[src/spsc_defines.svh]
// Purpose: offsets, field positions, reset values and timing counts
//          for the serial port status and control bank
// Assumes: 32-bit APB data, one aligned word per register
// Notes:   included by the bank and any bench that needs the map
`ifndef SPSC_DEFINES_SVH
`define SPSC_DEFINES_SVH

// register byte offsets
`define SPSC_OFF_STATCTL 12'h000
`define SPSC_OFF_BUF 12'h004
`define SPSC_OFF_CFG 12'h008
`define SPSC_OFF_IRQ_STAT 12'h00C
`define SPSC_OFF_IRQ_MASK 12'h010

// status and control field positions
`define SPSC_B_ON 15
`define SPSC_B_SIDL 13
`define SPSC_B_BEC_HI 10
`define SPSC_B_BEC_LO 8
`define SPSC_B_SHIFT_REG_EMPTY 7
`define SPSC_B_ROV 6
`define SPSC_B_RXMPT 5
`define SPSC_B_BUFFER_IRQ_SELECT_HI 4
`define SPSC_B_BUFFER_IRQ_SELECT_LO 2
`define SPSC_B_TBF 1
`define SPSC_B_RBF 0

// configuration field positions
`define SPSC_B_MASTER 0
`define SPSC_B_ENH 1

// interrupt status and mask bits
`define SPSC_IRQ_DONE 0
`define SPSC_IRQ_ROV 1
`define SPSC_IRQ_SEL 2
`define SPSC_NIRQ 3

// reset values
`define SPSC_RST_BUFFER_IRQ_SELECT 3'h0
`define SPSC_RST_IRQ_MASK 3'h0
`define SPSC_RST_PRDATA 32'h0000_0000

// buffer interrupt select codes
`define SPSC_SEL_RXEMPTY 3'h0
`define SPSC_SEL_RXAVAIL 3'h1
`define SPSC_SEL_RX3Q 3'h2
`define SPSC_SEL_RXFULL 3'h3
`define SPSC_SEL_TXROOM 3'h4
`define SPSC_SEL_TXDONE 3'h5
`define SPSC_SEL_TXEMPTY 3'h6
`define SPSC_SEL_TXFULL 3'h7

// timing: serial clock half period in ns, and in ref_clk cycles
`define SPSC_CLK_NS 10
`define SPSC_SCK_HALF_NS 80
`define SPSC_SCK_HALF_CYC \
   ((`SPSC_SCK_HALF_NS + `SPSC_CLK_NS - 1) / `SPSC_CLK_NS)

`endif

[src/spsc_pkg.sv]
// Purpose: types shared by the serial port status and control bank
// Assumes: nothing beyond the defines header
// Notes:   the shift engine state is the only shared type
package spsc_pkg;
   typedef enum logic [0:0] {ST_IDLE, ST_SHIFT} spsc_state_t;
endpackage

[src/spsc_bank.sv]
// Purpose: status/control bank with a small shift engine and buffers
// Assumes: APB slave with zero wait states, mode-0 serial framing
// Notes:   serial pins are sampled by ref_clk through two flip-flops
// Function
// - module-on bit 15 enables the port and hands it the serial pins
// - halt-in-idle bit 13 stops the port while the device idles
// - enhanced master mode: count field 10-8 shows pending transfers
// - enhanced slave mode: count field shows received words still unread
// - bit 7 reads one while the shift register is empty
// - word received with buffer still full sets overflow bit 6, is dropped
// - bits 14 and 12-11 always read zero
// - overflow bit reads zero when no overflow has happened
// - bit 5 reads one while the receive buffer holds nothing
// - three-bit select picks one of eight buffer interrupt conditions
//
// The placing of the registers and register access over APB are this design's own decisions.
`timescale 1ns/10ps
`include "spsc_defines.svh"
module spsc_bank #(
   parameter int DW = 8,
   parameter int DEPTH = 4,
   parameter int SCK_HALF = `SPSC_SCK_HALF_CYC
) (
   input wire logic ref_clk,
   input wire logic reset_n,
   input wire logic psel,
   input wire logic penable,
   input wire logic pwrite,
   input wire logic [11:0] paddr,
   input wire logic [31:0] pwdata,
   output logic [31:0] prdata,
   output logic pready,
   output logic pslverr,
   input wire logic device_idle,
   input wire logic serial_clock_pin_in,
   output logic serial_clock_pin_out,
   output logic serial_clock_pin_oe_n,
   output logic serial_out_pin,
   output logic serial_out_pin_oe_n,
   input wire logic serial_in_pin,
   input wire logic slave_select_pin_n_in,
   output logic slave_select_pin_n_out,
   output logic slave_select_pin_n_oe_n,
   output logic irq
);
   import spsc_pkg::*;
   localparam int AW = (DEPTH > 1) ? $clog2(DEPTH) : 1;

   // refuse sizes the 3-bit count field cannot show
   if (DW < 2 || DW > 32 || DEPTH < 2 || DEPTH > 7 || SCK_HALF < 1 ||
      SCK_HALF > 256) begin
      $error("spsc_bank: unsupported DW, DEPTH or SCK_HALF");
   end

   // wrap a buffer pointer at the buffer depth
   function automatic logic [AW-1:0] ptr_inc(input logic [AW-1:0] p);
      return (p == AW'(DEPTH - 1)) ? '0 : p + 1'b1;
   endfunction

   // decode a register offset to a hit
   function automatic logic addr_hit(input logic [11:0] a);
      return a == `SPSC_OFF_STATCTL || a == `SPSC_OFF_BUF ||
         a == `SPSC_OFF_CFG || a == `SPSC_OFF_IRQ_STAT ||
         a == `SPSC_OFF_IRQ_MASK;
   endfunction

   logic port_on, halt_in_idle, receive_overflow_flag;
   logic [2:0] buffer_irq_select;
   logic cfg_master, cfg_enh;
   logic [`SPSC_NIRQ-1:0] irq_stat, irq_mask, irq_ev;
   logic [DW-1:0] tx_mem [DEPTH];
   logic [DW-1:0] rx_mem [DEPTH];
   logic [AW-1:0] tx_wp, tx_rp, rx_wp, rx_rp;
   logic [2:0] tx_cnt, rx_cnt, limit, pending;
   logic sck_s1, sck_s2, sck_s3, ss_s1, ss_s2, ss_s3, sdi_s1, sdi_s2;
   logic sck_rise, sck_fall, ss_fall;
   spsc_state_t state;
   logic sck_out, ss_out_n, xfer_done, run;
   logic [5:0] bit_cnt;
   logic [7:0] half_cnt;
   logic [DW-1:0] tx_sh, rx_sh;
   logic master_start, slave_load, tx_pop, tx_push, rx_push, rx_pop;
   logic rx_ovf, sel_lvl, sel_prev, tx_full_flag, rx_full_flag;
   logic apb_setup, apb_acc, wr_stat, rd_clr_irq;
   logic [15:0] stat_word;
   logic [31:0] rd_val;

   // apb phase decode; zero wait states
   assign pready = 1'b1;
   assign apb_setup = psel && !penable;
   assign apb_acc = psel && penable;
   assign pslverr = apb_acc && !addr_hit(paddr);
   assign wr_stat = apb_acc && pwrite && paddr == `SPSC_OFF_STATCTL;
   assign rd_clr_irq = apb_acc && !pwrite && paddr == `SPSC_OFF_IRQ_STAT;

   // port runs only while on and not halted by idle
   assign run = port_on && !(halt_in_idle && device_idle);

   // pin synchronisers, two flops before any logic
   always_ff @(posedge ref_clk or negedge reset_n) begin
      if (!reset_n) begin
         {sck_s1, sck_s2, sck_s3} <= 3'h0;
         {ss_s1, ss_s2, ss_s3} <= 3'h7;
         {sdi_s1, sdi_s2} <= 2'h0;
      end else begin
         sck_s1 <= serial_clock_pin_in;
         sck_s2 <= sck_s1;
         sck_s3 <= sck_s2;
         ss_s1 <= slave_select_pin_n_in;
         ss_s2 <= ss_s1;
         ss_s3 <= ss_s2;
         sdi_s1 <= serial_in_pin;
         sdi_s2 <= sdi_s1;
      end
   end
   assign sck_rise = sck_s2 && !sck_s3;
   assign sck_fall = !sck_s2 && sck_s3;
   assign ss_fall = !ss_s2 && ss_s3;

   // buffer limits: one word unless enhanced buffering is on
   assign limit = cfg_enh ? 3'(DEPTH) : 3'h1;
   assign tx_full_flag = tx_cnt >= limit;
   assign rx_full_flag = rx_cnt >= limit;
   assign pending = (tx_cnt == 3'h7 || state == ST_IDLE) ?
      tx_cnt : tx_cnt + 3'h1;

   // engine start and reload requests that pop the transmit buffer
   assign master_start = state == ST_IDLE && run && cfg_master &&
      tx_cnt != 3'h0;
   assign slave_load = run && !cfg_master && tx_cnt != 3'h0 &&
      ((state == ST_IDLE && ss_fall) || (state == ST_SHIFT && sck_rise &&
      !ss_s2 && bit_cnt == 6'(DW - 1)));
   assign tx_pop = master_start || slave_load;
   assign tx_push = apb_acc && pwrite && paddr == `SPSC_OFF_BUF &&
      !tx_full_flag;
   assign rx_push = xfer_done && !rx_full_flag;
   assign rx_ovf = xfer_done && rx_full_flag;
   assign rx_pop = apb_acc && !pwrite && paddr == `SPSC_OFF_BUF &&
      rx_cnt != 3'h0;

   // shift engine: master clock divider or slave edge follower
   always_ff @(posedge ref_clk or negedge reset_n) begin
      if (!reset_n) begin
         state <= ST_IDLE;
         sck_out <= 1'b0;
         ss_out_n <= 1'b1;
         half_cnt <= 8'h00;
         bit_cnt <= 6'h00;
         tx_sh <= '0;
         rx_sh <= '0;
         xfer_done <= 1'b0;
      end else begin
         xfer_done <= 1'b0;
         if (!run) begin
            state <= ST_IDLE;
            sck_out <= 1'b0;
            ss_out_n <= 1'b1;
            bit_cnt <= 6'h00;
         end else if (cfg_master) begin
            if (master_start) begin
               state <= ST_SHIFT;
               ss_out_n <= 1'b0;
               tx_sh <= tx_mem[tx_rp];
               half_cnt <= 8'(SCK_HALF - 1);
               bit_cnt <= 6'h00;
            end else if (state == ST_SHIFT) begin
               if (half_cnt != 8'h00) begin
                  half_cnt <= half_cnt - 8'h01;
               end else begin
                  half_cnt <= 8'(SCK_HALF - 1);
                  sck_out <= !sck_out;
                  if (!sck_out) begin
                     rx_sh <= {rx_sh[DW-2:0], sdi_s2};
                     bit_cnt <= bit_cnt + 6'h01;
                  end else if (bit_cnt == 6'(DW)) begin
                     state <= ST_IDLE;
                     ss_out_n <= 1'b1;
                     xfer_done <= 1'b1;
                  end else begin
                     tx_sh <= {tx_sh[DW-2:0], 1'b0};
                  end
               end
            end
         end else begin
            if (state == ST_IDLE && ss_fall) begin
               state <= ST_SHIFT;
               bit_cnt <= 6'h00;
               tx_sh <= slave_load ? tx_mem[tx_rp] : '0;
            end else if (state == ST_SHIFT && ss_s2) begin
               state <= ST_IDLE;
            end else if (state == ST_SHIFT && sck_rise) begin
               rx_sh <= {rx_sh[DW-2:0], sdi_s2};
               if (bit_cnt == 6'(DW - 1)) begin
                  bit_cnt <= 6'h00;
                  xfer_done <= 1'b1;
                  tx_sh <= slave_load ? tx_mem[tx_rp] : '0;
               end else begin
                  bit_cnt <= bit_cnt + 6'h01;
               end
            end else if (state == ST_SHIFT && sck_fall &&
               bit_cnt != 6'h00) begin
               tx_sh <= {tx_sh[DW-2:0], 1'b0};
            end
         end
      end
   end

   // transmit buffer pointers and count
   always_ff @(posedge ref_clk or negedge reset_n) begin
      if (!reset_n) begin
         tx_wp <= '0;
         tx_rp <= '0;
         tx_cnt <= 3'h0;
      end else begin
         if (tx_push) tx_wp <= ptr_inc(tx_wp);
         if (tx_pop) tx_rp <= ptr_inc(tx_rp);
         tx_cnt <= tx_cnt + 3'(tx_push) - 3'(tx_pop);
      end
   end
   always_ff @(posedge ref_clk) begin
      if (tx_push) tx_mem[tx_wp] <= pwdata[DW-1:0];
   end

   // receive buffer; a word arriving when full is dropped
   always_ff @(posedge ref_clk or negedge reset_n) begin
      if (!reset_n) begin
         rx_wp <= '0;
         rx_rp <= '0;
         rx_cnt <= 3'h0;
      end else begin
         if (rx_push) rx_wp <= ptr_inc(rx_wp);
         if (rx_pop) rx_rp <= ptr_inc(rx_rp);
         rx_cnt <= rx_cnt + 3'(rx_push) - 3'(rx_pop);
      end
   end
   always_ff @(posedge ref_clk) begin
      if (rx_push) rx_mem[rx_wp] <= rx_sh;
   end

   // control fields written by software
   always_ff @(posedge ref_clk or negedge reset_n) begin
      if (!reset_n) begin
         port_on <= 1'b0;
         halt_in_idle <= 1'b0;
         buffer_irq_select <= `SPSC_RST_BUFFER_IRQ_SELECT;
         cfg_master <= 1'b0;
         cfg_enh <= 1'b0;
         irq_mask <= `SPSC_RST_IRQ_MASK;
      end else if (apb_acc && pwrite) begin
         if (paddr == `SPSC_OFF_STATCTL) begin
            port_on <= pwdata[`SPSC_B_ON];
            halt_in_idle <= pwdata[`SPSC_B_SIDL];
            buffer_irq_select <= pwdata[`SPSC_B_BUFFER_IRQ_SELECT_HI:`SPSC_B_BUFFER_IRQ_SELECT_LO];
         end
         if (paddr == `SPSC_OFF_CFG) begin
            cfg_master <= pwdata[`SPSC_B_MASTER];
            cfg_enh <= pwdata[`SPSC_B_ENH];
         end
         if (paddr == `SPSC_OFF_IRQ_MASK) irq_mask <= pwdata[`SPSC_NIRQ-1:0];
      end
   end

   // overflow flag: set wins, cleared by writing zero
   always_ff @(posedge ref_clk or negedge reset_n) begin
      if (!reset_n) begin
         receive_overflow_flag <= 1'b0;
      end else if (rx_ovf) begin
         receive_overflow_flag <= 1'b1;
      end else if (wr_stat && !pwdata[`SPSC_B_ROV]) begin
         receive_overflow_flag <= 1'b0;
      end
   end

   // buffer interrupt condition chosen by the select field
   always_comb begin
      unique case (buffer_irq_select)
         `SPSC_SEL_TXFULL: sel_lvl = tx_full_flag;
         `SPSC_SEL_TXEMPTY: sel_lvl = tx_cnt == 3'h0 && state == ST_SHIFT;
         `SPSC_SEL_TXDONE: sel_lvl = tx_cnt == 3'h0 && state == ST_IDLE;
         `SPSC_SEL_TXROOM: sel_lvl = !tx_full_flag;
         `SPSC_SEL_RXFULL: sel_lvl = rx_full_flag;
         // five bits hold 7*4 without wrapping
         `SPSC_SEL_RX3Q: sel_lvl = 5'(rx_cnt) * 5'h04 >= 5'(limit) * 5'h03;
         `SPSC_SEL_RXAVAIL: sel_lvl = rx_cnt != 3'h0;
         `SPSC_SEL_RXEMPTY: sel_lvl = rx_cnt == 3'h0;
      endcase
   end
   assign irq_ev = {sel_lvl && !sel_prev, rx_ovf, xfer_done};

   // sticky event bits; read clears only what was returned
   always_ff @(posedge ref_clk or negedge reset_n) begin
      if (!reset_n) begin
         irq_stat <= '0;
         sel_prev <= 1'b0;
      end else begin
         sel_prev <= sel_lvl;
         irq_stat <= (irq_stat & ~(rd_clr_irq ? prdata[`SPSC_NIRQ-1:0] :
            '0)) | irq_ev;
      end
   end
   assign irq = |(irq_stat & irq_mask);

   // status word; unimplemented bits stay zero
   always_comb begin
      stat_word = 16'h0000;
      stat_word[`SPSC_B_ON] = port_on;
      stat_word[`SPSC_B_SIDL] = halt_in_idle;
      stat_word[`SPSC_B_BEC_HI:`SPSC_B_BEC_LO] =
         cfg_master ? pending : rx_cnt;
      stat_word[`SPSC_B_SHIFT_REG_EMPTY] = state == ST_IDLE;
      stat_word[`SPSC_B_ROV] = receive_overflow_flag;
      stat_word[`SPSC_B_RXMPT] = rx_cnt == 3'h0;
      stat_word[`SPSC_B_BUFFER_IRQ_SELECT_HI:`SPSC_B_BUFFER_IRQ_SELECT_LO] = buffer_irq_select;
      stat_word[`SPSC_B_TBF] = tx_full_flag;
      stat_word[`SPSC_B_RBF] = rx_full_flag;
   end

   // read mux
   always_comb begin
      rd_val = 32'h0000_0000;
      unique case (paddr)
         `SPSC_OFF_STATCTL: rd_val = {16'h0000, stat_word};
         `SPSC_OFF_BUF: rd_val = 32'(rx_mem[rx_rp]);
         `SPSC_OFF_CFG: rd_val = 32'({cfg_enh, cfg_master});
         `SPSC_OFF_IRQ_STAT: rd_val = 32'(irq_stat);
         `SPSC_OFF_IRQ_MASK: rd_val = 32'(irq_mask);
         default: rd_val = 32'h0000_0000;
      endcase
   end

   // read data captured in the setup phase, stable through access
   always_ff @(posedge ref_clk or negedge reset_n) begin
      if (!reset_n) begin
         prdata <= `SPSC_RST_PRDATA;
      end else if (apb_setup && !pwrite) begin
         prdata <= rd_val;
      end
   end

   // pins released unless the port is on
   assign serial_clock_pin_out = sck_out;
   assign serial_clock_pin_oe_n = !(port_on && cfg_master);
   assign serial_out_pin = tx_sh[DW-1];
   assign serial_out_pin_oe_n = !(port_on && (cfg_master || !ss_s2));
   assign slave_select_pin_n_out = ss_out_n;
   assign slave_select_pin_n_oe_n = !(port_on && cfg_master);

   logic stat_rd;
   assign stat_rd = apb_setup && !pwrite && paddr == `SPSC_OFF_STATCTL;
endmodule

[config.mk]
export PLATFORM = sky130hd
export DESIGN_NAME = spsc_bank
export DESIGN_NICKNAME = d
export VERILOG_FILES = /design/src/spsc_pkg.sv /design/src/spsc_bank.sv
export VERILOG_INCLUDE_DIRS = /design/src
export SDC_FILE = /design/constraint.sdc
export NUM_CORES = 1
export LEC_CHECK = 0
export BUFFER_PORTS_ARGS = -buffer_cell sky130_fd_sc_hd__buf_2
export CAP_MARGIN = 0
export CORE_MARGIN = 2
export CORE_UTILIZATION = 45
export CTS_BUF_LIST = sky130_fd_sc_hd__clkbuf_16
export DETAILED_ROUTE_END_ITERATION = 8
export GPL_TIMING_DRIVEN = 0
export PLACE_DENSITY_LB_ADDON = 0.15
export SETUP_SLACK_MARGIN = 0.02
export SYNTH_ARGS = -nofsm -noshare
export SYNTH_HDL_FRONTEND = slang
export SYNTH_SLANG_ARGS = --single-unit
[constraint.sdc]
create_clock -name ref_clk -period 5.37 [get_ports ref_clk]
set_input_delay 0.537 -clock ref_clk [delete_from_list [all_inputs] [get_ports ref_clk]]
set_output_delay 0.537 -clock ref_clk [all_outputs]
set_load 0.03 [all_outputs]
* Yosys cells after proc, flatten, opt, wreduce, memory -nomap -nowiden
Memory sizes are Yosys's and may differ from the RTL's.
Cells that the tools add are included.
** Storage, ports and cells
- Output and inout bits :: 41
- Flip-flop bits (word level) :: 103
- Bits in writable memories :: 64
- Memories :: 2
- Input bits :: 53
** Memories
- rx_mem :: words 4, width 8, rd ports 1, clocked after Yosys merged registers in 0, wr ports 1, line spsc_bank.sv:72 : logic [DW-1:0] rx_mem [DEPTH];
- tx_mem :: words 4, width 8, rd ports 1, clocked after Yosys merged registers in 0, wr ports 1, line spsc_bank.sv:71 : logic [DW-1:0] tx_mem [DEPTH];
** Operators by class
- Reductions and logical operators :: 83
- Muxes and demuxes :: 81
- Bitwise gates (word level) :: 5
- $lt $le $gt $ge :: 3
- Multipliers :: 1
- Eq/ne operators :: 44
- $add $sub $neg :: 11
** Operators with widths (count)
- 2-to-1 mux 8 bit :: 23
- case mux 16 bit (5 select lines) :: 1
- 2-to-1 mux 6 bit :: 10
- logical AND 1 bit :: 38
- 2-to-1 mux 1 bit :: 38
- == test 12 x 4 -> 1 bit (second input constant) :: 2
- inequality test 2 bit (second input constant) :: 9
- AND reduction 8 bit :: 2
- == test 3 bit (second input constant) :: 5
- logical NOT 1 bit :: 15
- == test 12 x 3 -> 1 bit (second input constant) :: 1
- == test 12 x 5 -> 1 bit (second input constant) :: 1
- logical NOT 12 bit :: 1
- 2-to-1 mux 3 bit :: 4
- inequality test 3 bit (second input constant) :: 4
- inequality test 4 x 3 -> 1 bit (second input constant) :: 3
- AND reduction 5 bit :: 2
- logical NOT 3 bit :: 3
- inequality test 3 x 1 -> 1 bit (second input constant) :: 3
- adder 2 x 1 -> 2 bit (second input constant) :: 4
- == test 2 bit (second input constant) :: 4
- logical OR 1 bit :: 8
- 2-to-1 mux 2 bit :: 4
- inequality test 4 x 2 -> 1 bit (second input constant) :: 2
- 29 further kinds :: 41

* Logic depth before layout (Yosys ltp)
Gate-level depths: netlist of the first run.
- Word-level depth :: 13
- Gate-level depth with buffers :: 14

* Worst setup path before layout of the first run
No wires, ideal clock.
- Kind :: register -> register
- From :: register cfg_enh
- To :: register rx_cnt[2]
- Cell stages (with the launch flop) :: 14
- Setup time :: 125 ps
- Slack :: 2273 ps
- Path buffers :: 0
- Required time :: 5245 ps
- Clock period less this slack :: 3097 ps
- Arrival time :: 2973 ps
- Cell sequence :: dfrtp_1 -> inv_1 -> ha_1 -> or3b_2 -> a21oi_1 -> and2_1 -> inv_1 -> ha_1 -> inv_1 -> ha_1 -> inv_1 -> fa_1 -> xnor2_1 -> xnor2_1
** Between the ends
- Cells in the longest elaborated chain, start to end :: 6
** Ends and longest elaborated chain
- start, declared :: line spsc_bank.sv:69 : logic cfg_master, cfg_enh;
- start signal, assigned :: line spsc_bank.sv:257 : cfg_enh <= pwdata[`SPSC_B_ENH];
- 2-to-1 mux 3 bit :: line spsc_bank.sv:121 : assign limit = cfg_enh ? 3'(DEPTH) : 3'h1;
- greater-or-equal comparator 3 bit :: line spsc_bank.sv:123 : assign rx_full_flag = rx_cnt >= limit;
- logical NOT 1 bit :: line spsc_bank.sv:136 : assign rx_push = xfer_done && !rx_full_flag;
- logical AND 1 bit :: line spsc_bank.sv:136
- adder 3 x 1 -> 3 bit :: line spsc_bank.sv:233 : rx_cnt <= rx_cnt + 3'(rx_push) - 3'(rx_pop);
- subtractor 3 x 1 -> 3 bit :: line spsc_bank.sv:233
- end signal, assigned :: line spsc_bank.sv:233
- end, declared :: line spsc_bank.sv:74 : logic [2:0] tx_cnt, rx_cnt, limit, pending;
Every way passes these cells.
A chain may end at the register's enable or synchronous reset.

* Final worst setup path of the first run
Same ends and word-level chain as after synthesis.

==> impl_metrics.toml, run 1 <==
[pwr]
p_int_mw = 1.95
p_per_area_mw_per_mm2 = 302
comb_power_share = 0.038
irDropWorstVdd_v = 0.000229
p_clk_frac = 0.487
switching_share = 0.221
p_leak_nw = 3.43
power_frac_seq = 0.475
switchingPower_mw = 0.555

[synthesis]
netlist_area_sq_mm = 0.00708
synth_edf_count = 64
synth_flop_cell = "dfrtp_1"
synth_seq_cells = 148
syn_inst = 551
seq_area_frac_synth = 0.569
synthArstFlopShare = 0.568
syn_area_per_cell_sq_um = 12.9
netlist.area_leader.share = 0.283
synth_area_leaders = "dfrtp_1 (28%), edfxtp_1 (27%), mux4_2 (5.1%)"
ys_types = 66
ys_top_cells_by_count = "dfrtp_1 (80), edfxtp_1 (64), nand2_1 (40)"
yosys_warnings = 0
yosysTopAreaCell = "dfrtp_1"
synth_most_common_cell = "dfrtp_1"

[clock_network]
cts_tree = "done"
clkTransAtPathRegs_ns = 0.06
insertion_delay_ns = 0.42
cts_resized = 0
cts_buffers = 17
root_buffer = "clkbuf_16"
cts_setup_buffers = 0
cts-htree-levels = 4
ctsHoldBuffers = 0
clock_path_buffers = 2
cts_sinks = 148

[global_route]
grt_util_met2 = 0.319
grt_start_max_net_pins = 51
grt_pass1_vias = 4571
grtUsageMet1 = 0.242
track_usage = 0.189
antenna_found_initial = 0
grt_use_met3 = 0.0462
grt_pass1_wl_um = 23700
top_usage_layer = "met2"
grt-ovfl-total = 0

[timing]
tightest_slew_ns = 0.721
fmax_ghz = 0.279
slew_violations = 0
final_hold_viol_count = 0
slew_headroom = 0.519
rsz0062_at_grt = "no"
tns_ns = 0
whs_ns = 0.0715
period_share = 0.668
fin_crit_ns = 3.59
setup_viol = 0
fin_ws_ns = 1.78
fin_skew_ns = 0.00731

[worst_setup_path]
critPathSlowestCell = "a21oi_1"
cp-end-kind = "register"
crit_fanout = 9
crit_path_cell_trace = "inv_1 > ha_1 > or3b_2 > a21oi_1 > and2_1 > inv_1 > ha_1 > inv_1 > ha_1 > inv_1 > fa_1 > xnor2_1 > xnor2_1"
critPathLaunchType = "register"
path_class = "reg -> reg"
critical_path_required_ns = 5.71
cp_data_arrival_time_ns = 3.93
max_stage_delay_ns = 0.52
crit_top_cell = "inv_1"

[route]
ant_nets = 0
drt_iter0_drc = 266
via_per_inst = 5.22
drc = 0
wirelength_um = 14600
wl_per_cell_um = 16.9
first_pass_iters = 5
dr_total_vias = 4497

[placed_design]
place_hpwl_um = 10400
place_area_sq_mm = 0.00769
place_ws_ns = 1.79
routabilityCongestion = 0.859
numPortBuffers = 49

[hold_path]
hold_path_class = "in -> async"

[run]
maxCapViolCount = 0

[floorplan]
die_area_sq_mm = 0.0168
row_count = 45
die_height_um = 129
core_area_sq_mm = 0.0153
fp.dieW_um = 129
start_util = 0.462
pin_count = 94

[cells_and_area]
diodes = 0
area_growth_syn_to_layout_pct = 17.1
fin_util = 0.541
fin_nets = 721
drive_gt1_frac = 0.261
fin_area_sq_mm = 0.00829

[outcome]
status = "finished, final reports clean"
## final timing paths
path | cells past startpoint | endpoint | slack (ns) | startpoint
max | 13 | rx_cnt[2] | 1.78 | cfg_enh
max reg2reg | 13 | rx_cnt[2] | 1.78 | cfg_enh
min in group ref_clk | 1 | sdi_s1 | 0.22 | serial_in_pin
max in group asynchronous | 2 | ss_s3 | 4.62 | reset_n
min reg2reg | 0 | sck_s2 | 0.35 | sck_s1
min | 1 | tx_rp[1] | 0.07 | reset_n
## critical path: cells and delay by family, from the launching register on
family                     cells  cell delay (ns)
xor gates and xnor gates       2             0.34
AOI/OAI and AO/OA              1             0.52
DFF                            1             0.42
and+or+nand+nor                2             0.73
adders and majority gates      4             1.09
buffers and inverters          4             0.42
## logic make-up after synthesis
logic type               Yosys count  synth area share
AO/OA/AOI/OAI                     96            0.0924
XOR/XNOR                          14            0.0173
adder cells (fa/ha/maj)           30            0.0551
buffers and inverters             69            0.0495
flip-flops                       148             0.569
multiplexers                      50             0.108
other                              2           0.00106
AND/OR/NAND/NOR                  142             0.107
## power by group through the flow
stage	registers [mW]	clock network (mW)	logic, mW
floorplan	1.21	0	0.0555
global placement	1.21	0	0.0905
detailed placement	1.21	0	0.0951
CTS	1.19	1.24	0.0949
global route	1.19	1.30	0.105
finish	1.19	1.22	0.0944
## layer usage
metal	vias up	routed length, um
met4	0	139
met1	2201	6360
met2	125	7390
met3	10	674
met5	-	0
li1	2161	-
## layout make-up
cell class	instances	area, sq um
clock buffers	17	425
flip-flops and latches	148	4030
well taps	211	264
plain buffers	42	249
inverters	27	101
multi-input cells	352	2770
fillers	1355	7020
clock inverters	15	178
repair buffers	50	275
## cell usage in the layout, fill, tap and decap left out, types with 5 or more instances in the layout
cell type	instances
nand3_1	8
and3_1	6
mux2_4	7
nand2_1	40
clkbuf_16	17
inv_1	28
edfxtp_1	64
a22o_1	9
nor3_1	8
and2_1	6
o211ai_1	6
or3_1	8
nor4_1	7
buf_2	52
o21ai_0	25
mux2_2	26
buf_4	22
dfrtp_1	80
nand2b_1	6
ha_1	28
nor2b_1	5
conb_1	20
a21oi_1	18
or3b_2	5
mux4_2	16
xnor2_1	13
clkbuf_1	13
nor2_1	25
## registers in the layout, summed over array words and instances (netlist names), 3 cells and up
name / flops
irq_stat: 3
prdata: 13
tx_cnt: 3
rx_cnt: 3
tx_mem: 32
tx_sh: 8
bit_cnt: 6
buffer_irq_select: 3
irq_mask: 3
rx_sh: 8
half_cnt: 8
rx_mem: 32
## per-stage QoR
step,cells,total power [mW]
2_1_floorplan,569,1.27
3_3_place_gp,829,1.30
3_5_place_dp,830,1.31
4_1_cts,862,2.53
5_1_grt,862,2.60
6_report,862,2.51
(Power assumes the default switching activity.)
==> inputs of run 2 (changes only) <==
==> constraint.sdc (replaced) <==
create_clock -name ref_clk -period 3.06 [get_ports ref_clk]
set_input_delay 0.306 -clock ref_clk [delete_from_list [all_inputs] [get_ports ref_clk]]
set_output_delay 0.306 -clock ref_clk [all_outputs]
set_load 0.03 [all_outputs]
==> impl_metrics.toml, run 2 (same netlist as run 1, synthesis figures left out) <==
[outcome]
status = "finished, final reports clean"

[route]
dr_total_vias = 4599
dr_wl_met3_um = 623
ant_nets = 0
wl_met1_um = 6390
via_per_inst = 5.28
wl_per_cell_um = 16.9
wirelength_um = 14800
dr_wl_met2_um = 7540
drt_iter0_drc = 343
first_pass_iters = 5
top_layer_used = "met4"
drc = 0

[worst_setup_path]
path_class = "reg -> reg"
critPathTopFamily = "adder cells"
reg2reg_depth = 13
crit_fanout = 7
critPathSlowestCell = "or3b_2"
critical_path_required_ns = 3.36
crit_buf_inv = 4
crit-reg2reg-launch = "cfg_enh"
cp_num_cells = 13
cp_data_arrival_time_ns = 3.21
cp-end-kind = "register"
crit_start = "cfg_enh"
crit_path_cell_trace = "inv_4 > ha_1 > or3b_2 > a21oi_4 > and2_4 > inv_1 > ha_1 > inv_1 > ha_1 > inv_1 > fa_2 > xnor2_2 > xnor2_1"
max_stage_delay_ns = 0.48
critPathLaunchType = "register"

[pwr]
p_leak_nw = 3.43
irDropWorstVdd_v = 0.000358
p_per_area_mw_per_mm2 = 492

[floorplan]
pin_count = 94
start_util = 0.462
die_area_sq_mm = 0.0168
row_count = 45
core_area_sq_mm = 0.0153
die_height_um = 129
fp.dieW_um = 129

[cells_and_area]
drive_gt1_frac = 0.286
area_growth_syn_to_layout_pct = 18.0
largestRegisters = "rx_mem: 32 flops, tx_mem: 32 flops, prdata: 13 flops"
mostFrequentLayoutCell = "dfrtp_1"
layout_common_cells = "dfrtp_1 (78), edfxtp_1 (64), buf_2 (51)"
fin_area_sq_mm = 0.00836
diodes = 0
fin_nets = 730

[timing]
setup_viol = 0
tightest_slew_ns = 0.748
fin_skew_ns = 0.00786
final_hold_viol_count = 0
slew_headroom = 0.501
tns_ns = 0
fmax_ghz = 0.344
slew_violations = 0
rsz0062_at_grt = "no"
period_share = 0.950
fin_crit_ns = 2.91

[clock_network]
root_buffer = "clkbuf_16"
cts_sinks = 148
cts_buffers = 17
cts-htree-levels = 4
cts_tree = "done"
insertion_delay_ns = 0.42
clock_path_buffers = 2
clkTransAtPathRegs_ns = 0.06

[global_route]
grt_pass1_wl_um = 24100
grt-ovfl-total = 0
track_usage = 0.192
grt_start_max_net_pins = 65
grt_pass1_vias = 4625
antenna_found_initial = 0

[hold_path]
hp-start = "pwdata[5]"
hold_path_class = "in -> reg"
hold_path_depth = 1

[placed_design]
routabilityCongestion = 0.849
place_hpwl_um = 10600
numPortBuffers = 49
place_area_sq_mm = 0.00769

[run]
maxCapViolCount = 0
[run 2: path summary, 6_finish.rpt]
check | endpoint | slack (ns)
worst max-delay path | rx_cnt[2] | 0.15
worst min-delay path | tx_mem[3][5] | 0.11
worst max register to register | rx_cnt[2] | 0.15
worst min register to register | sck_s2 | 0.35
max in group asynchronous | slave_select_pin_n_out | 2.07
min in group asynchronous | tx_rp[1] | 0.32
[run 2: layout make-up]
| cell class | count | area [sq um] |
|---|---|---|
| repair buffers | 60 | 360 |
| clock inverters | 15 | 91.3 |
| well taps | 211 | 264 |
| flip-flops and latches | 148 | 4030 |
| fillers | 1320 | 6960 |
| plain buffers | 41 | 251 |
| clock buffers | 17 | 425 |
| inverters | 27 | 104 |
| multi-input cells | 352 | 2830 |
[run 2: metrics by stage]
stage               hold WS [ns]   util  instances  power [mW]  setup slack [ns]
global placement           0.334  0.500        829        2.29            -0.420
global route              0.0945  0.546        871        4.26           0.00688
detailed placement         0.218  0.502        830        2.30            -0.437
finish                     0.105  0.546        871        4.12             0.154
floorplan                 0.0104      -        569        2.22            0.0501
CTS                       0.0932  0.541        867        4.15            0.0224
[run 2: routing by layer]
| layer | global-route usage | vias up |
|---|---|---|
| met5 | 0 | - |
| met4 | 0.0702 | 0 |
| met3 | 0.0421 | 15 |
| met2 | 0.327 | 111 |
| met1 | 0.244 | 2293 |
| li1 | - | 2180 |
[run 2: repair_timing]
action,in CTS,in global routing
endpoints found under the setup margin,4,3
hold buffers,4,0
pin swaps,2,1
gates cloned,0,0
buffers inserted,2,4
hold endpoints to repair,21,0
resized for setup,8,9
[run 2: report_power, final]
| part | leakage, nW | switching (mW) | internal (mW) |
|---|---|---|---|
| registers | 1.64 | 0.0108 | 2.08 |
| logic | 1.54 | 0.117 | 0.0666 |
| clock network | 0.255 | 0.818 | 1.02 |
==> inputs of run 3 (changes only) <==
--- a/config.mk
+++ b/config.mk
@@ -8,6 +8,7 @@
 export LEC_CHECK = 0
 export BUFFER_PORTS_ARGS = -buffer_cell sky130_fd_sc_hd__buf_2
 export CAP_MARGIN = 0
+export CORE_ASPECT_RATIO = 1.5
 export CORE_MARGIN = 2
 export CORE_UTILIZATION = 45
 export CTS_BUF_LIST = sky130_fd_sc_hd__clkbuf_16
==> impl_metrics.toml, run 3 (same netlist as run 1, synthesis figures left out) <==
[timing]
tightest_slew_ns = 0.772
fmax_ghz = 0.342
final_hold_viol_count = 0
slew_violations = 0
fin_ws_ns = 0.135
period_share = 0.956
rsz0062_at_grt = "no"
setup_viol = 0
fin_crit_ns = 2.92
slew_headroom = 0.485
fin_skew_ns = 0.00982

[global_route]
antenna_found_initial = 0
grt_pass1_wl_um = 24500
grt_start_max_net_pins = 51
track_usage = 0.196
grt_pass1_vias = 4884
grt-ovfl-total = 0

[placed_design]
place_ws_ns = -0.543
place_area_sq_mm = 0.00768
place_hpwl_um = 11400
routabilityCongestion = 0.794
numPortBuffers = 49

[route]
dr_wl_met2_um = 8640
wl_met1_um = 5760
dr_total_vias = 4643
dr_wl_met3_um = 490
drt_iter0_drc = 200
via_per_inst = 5.38
top_layer_used = "met4"
wl_per_cell_um = 17.9
first_pass_iters = 4
drc = 0
wirelength_um = 15400
ant_nets = 0

[clock_network]
insertion_delay_ns = 0.43
cts-htree-levels = 4
cts_tree = "done"
root_buffer = "clkbuf_16"
clkTransAtPathRegs_ns = 0.07
cts_buffers = 17
cts_sinks = 148
clock_path_buffers = 2

[worst_setup_path]
critPathLaunchType = "register"
cp-end-kind = "register"
critical_path_required_ns = 3.41
path_class = "reg -> reg"
crit_fanout = 7
critPathSlowestCell = "dfrtp_2"
cp_data_arrival_time_ns = 3.27
crit_path_cell_trace = "clkinv_4 > ha_1 > or3b_4 > a21oi_4 > and2_4 > inv_1 > ha_1 > inv_1 > ha_1 > inv_1 > fa_1 > xnor2_1 > xnor2_1"
max_stage_delay_ns = 0.40

[floorplan]
start_util = 0.455
pin_count = 94
die_height_um = 158
fp.dieW_um = 106
row_count = 56
core_area_sq_mm = 0.0156
die_area_sq_mm = 0.0168

[cells_and_area]
fin_nets = 730
drive_gt1_frac = 0.286
fin_area_sq_mm = 0.00840
area_growth_syn_to_layout_pct = 18.7
diodes = 0
largestRegisters = "rx_mem: 32 flops, tx_mem: 32 flops, prdata: 13 flops"
layout_common_cells = "dfrtp_1 (77), edfxtp_1 (64), buf_2 (51)"
mostFrequentLayoutCell = "dfrtp_1"

[outcome]
status = "finished, final reports clean"

[hold_path]
hold_path_class = "in -> reg"

[pwr]
p_leak_nw = 3.46
irDropWorstVdd_v = 0.000355
total_power_mw = 4.28
p_per_area_mw_per_mm2 = 509

[run]
maxCapViolCount = 0
run 3: changes by cell type in the layout (fill, tap and decap cells not counted), moves of 2 or more:
cell | before | now
clkinv_2 | 4 | 2
clkinvlp_4 | 4 | 0
or3b_4 | 0 | 2
xnor2_1 | 11 | 13
clkinv_8 | 0 | 2
or3b_2 | 5 | 3
xnor2_2 | 2 | 0
inv_8 | 0 | 3
clkinv_4 | 0 | 5
inv_2 | 2 | 0
run 3: area by class of cell:
| class | instances | area (sq um) |
|---|---|---|
| buffer | 41 | 251 |
| clock buffer | 17 | 425 |
| clock inverter | 15 | 146 |
| fill | 1380 | 7150 |
| inverter | 27 | 106 |
| multi-input combinational | 352 | 2830 |
| sequential | 148 | 4030 |
| tap | 203 | 254 |
| timing repair buffer | 60 | 360 |
run 3: routing by layer:
layer  vias to the layer above  GRT usage
met2                       110      0.370
li1                       2175          -
met4                         0     0.0996
met5                         -          0
met1                      2322      0.205
met3                        36     0.0362
run 3: what timing repair did:
item                                    CTS  global route
hold buffers                              4             0
hold endpoints to repair                 33             0
setup buffers                             4             2
pin swaps                                 3             5
endpoints found under the setup margin    5             3
gates resized for setup                   9            10
run 3: worst paths after layout:
| kind | to | startpoint | cells past startpoint | slack, ns |
|---|---|---|---|---|
| hold reg to reg | sck_s2 | sck_s1 | 0 | 0.35 |
| hold / removal | tx_mem[1][7] | pwdata[7] | 1 | 0.09 |
| max in group asynchronous | rx_cnt[0] | reset_n | 3 | 2.04 |
| setup reg to reg | rx_cnt[2] | cfg_enh | 13 | 0.14 |
| setup / recovery | rx_cnt[2] | cfg_enh | 13 | 0.14 |
| min in group asynchronous | tx_rp[1] | reset_n | 2 | 0.37 |
run 3: metrics by stage:
| stage | std cells | hold WS (ns) | setup TNS, ns | utilization |
|---|---|---|---|---|
| floorplan | 569 | 0.0104 | 0 | - |
| global placement | 821 | 0.333 | -1.22 | 0.492 |
| detailed placement | 822 | 0.302 | -1.40 | 0.494 |
| CTS | 861 | 0.0833 | 0 | 0.537 |
| global route | 863 | 0.0903 | 0 | 0.540 |
| finish | 863 | 0.0922 | 0 | 0.540 |
run 3: report_power, final:
group	internal, mW	leakage, nW	total [mW]	switching [mW]
sequential	2.08	1.64	2.09	0.0120
combinational	0.0690	1.54	0.191	0.121
clock	1.08	0.284	2.00	0.918
total	3.23	3.46	4.28	1.05
run 3: critical path: cells and delay by family, from the launching register on:
| kind | cells | cell delay (ns) |
|---|---|---|
| AND/OR/NAND/NOR | 2 | 0.58 |
| adder cells (fa/ha/maj) | 4 | 1.10 |
| flip-flops | 1 | 0.40 |
| AO/OA/AOI/OAI | 1 | 0.20 |
| XOR/XNOR | 2 | 0.32 |
| buffers and inverters | 4 | 0.25 |
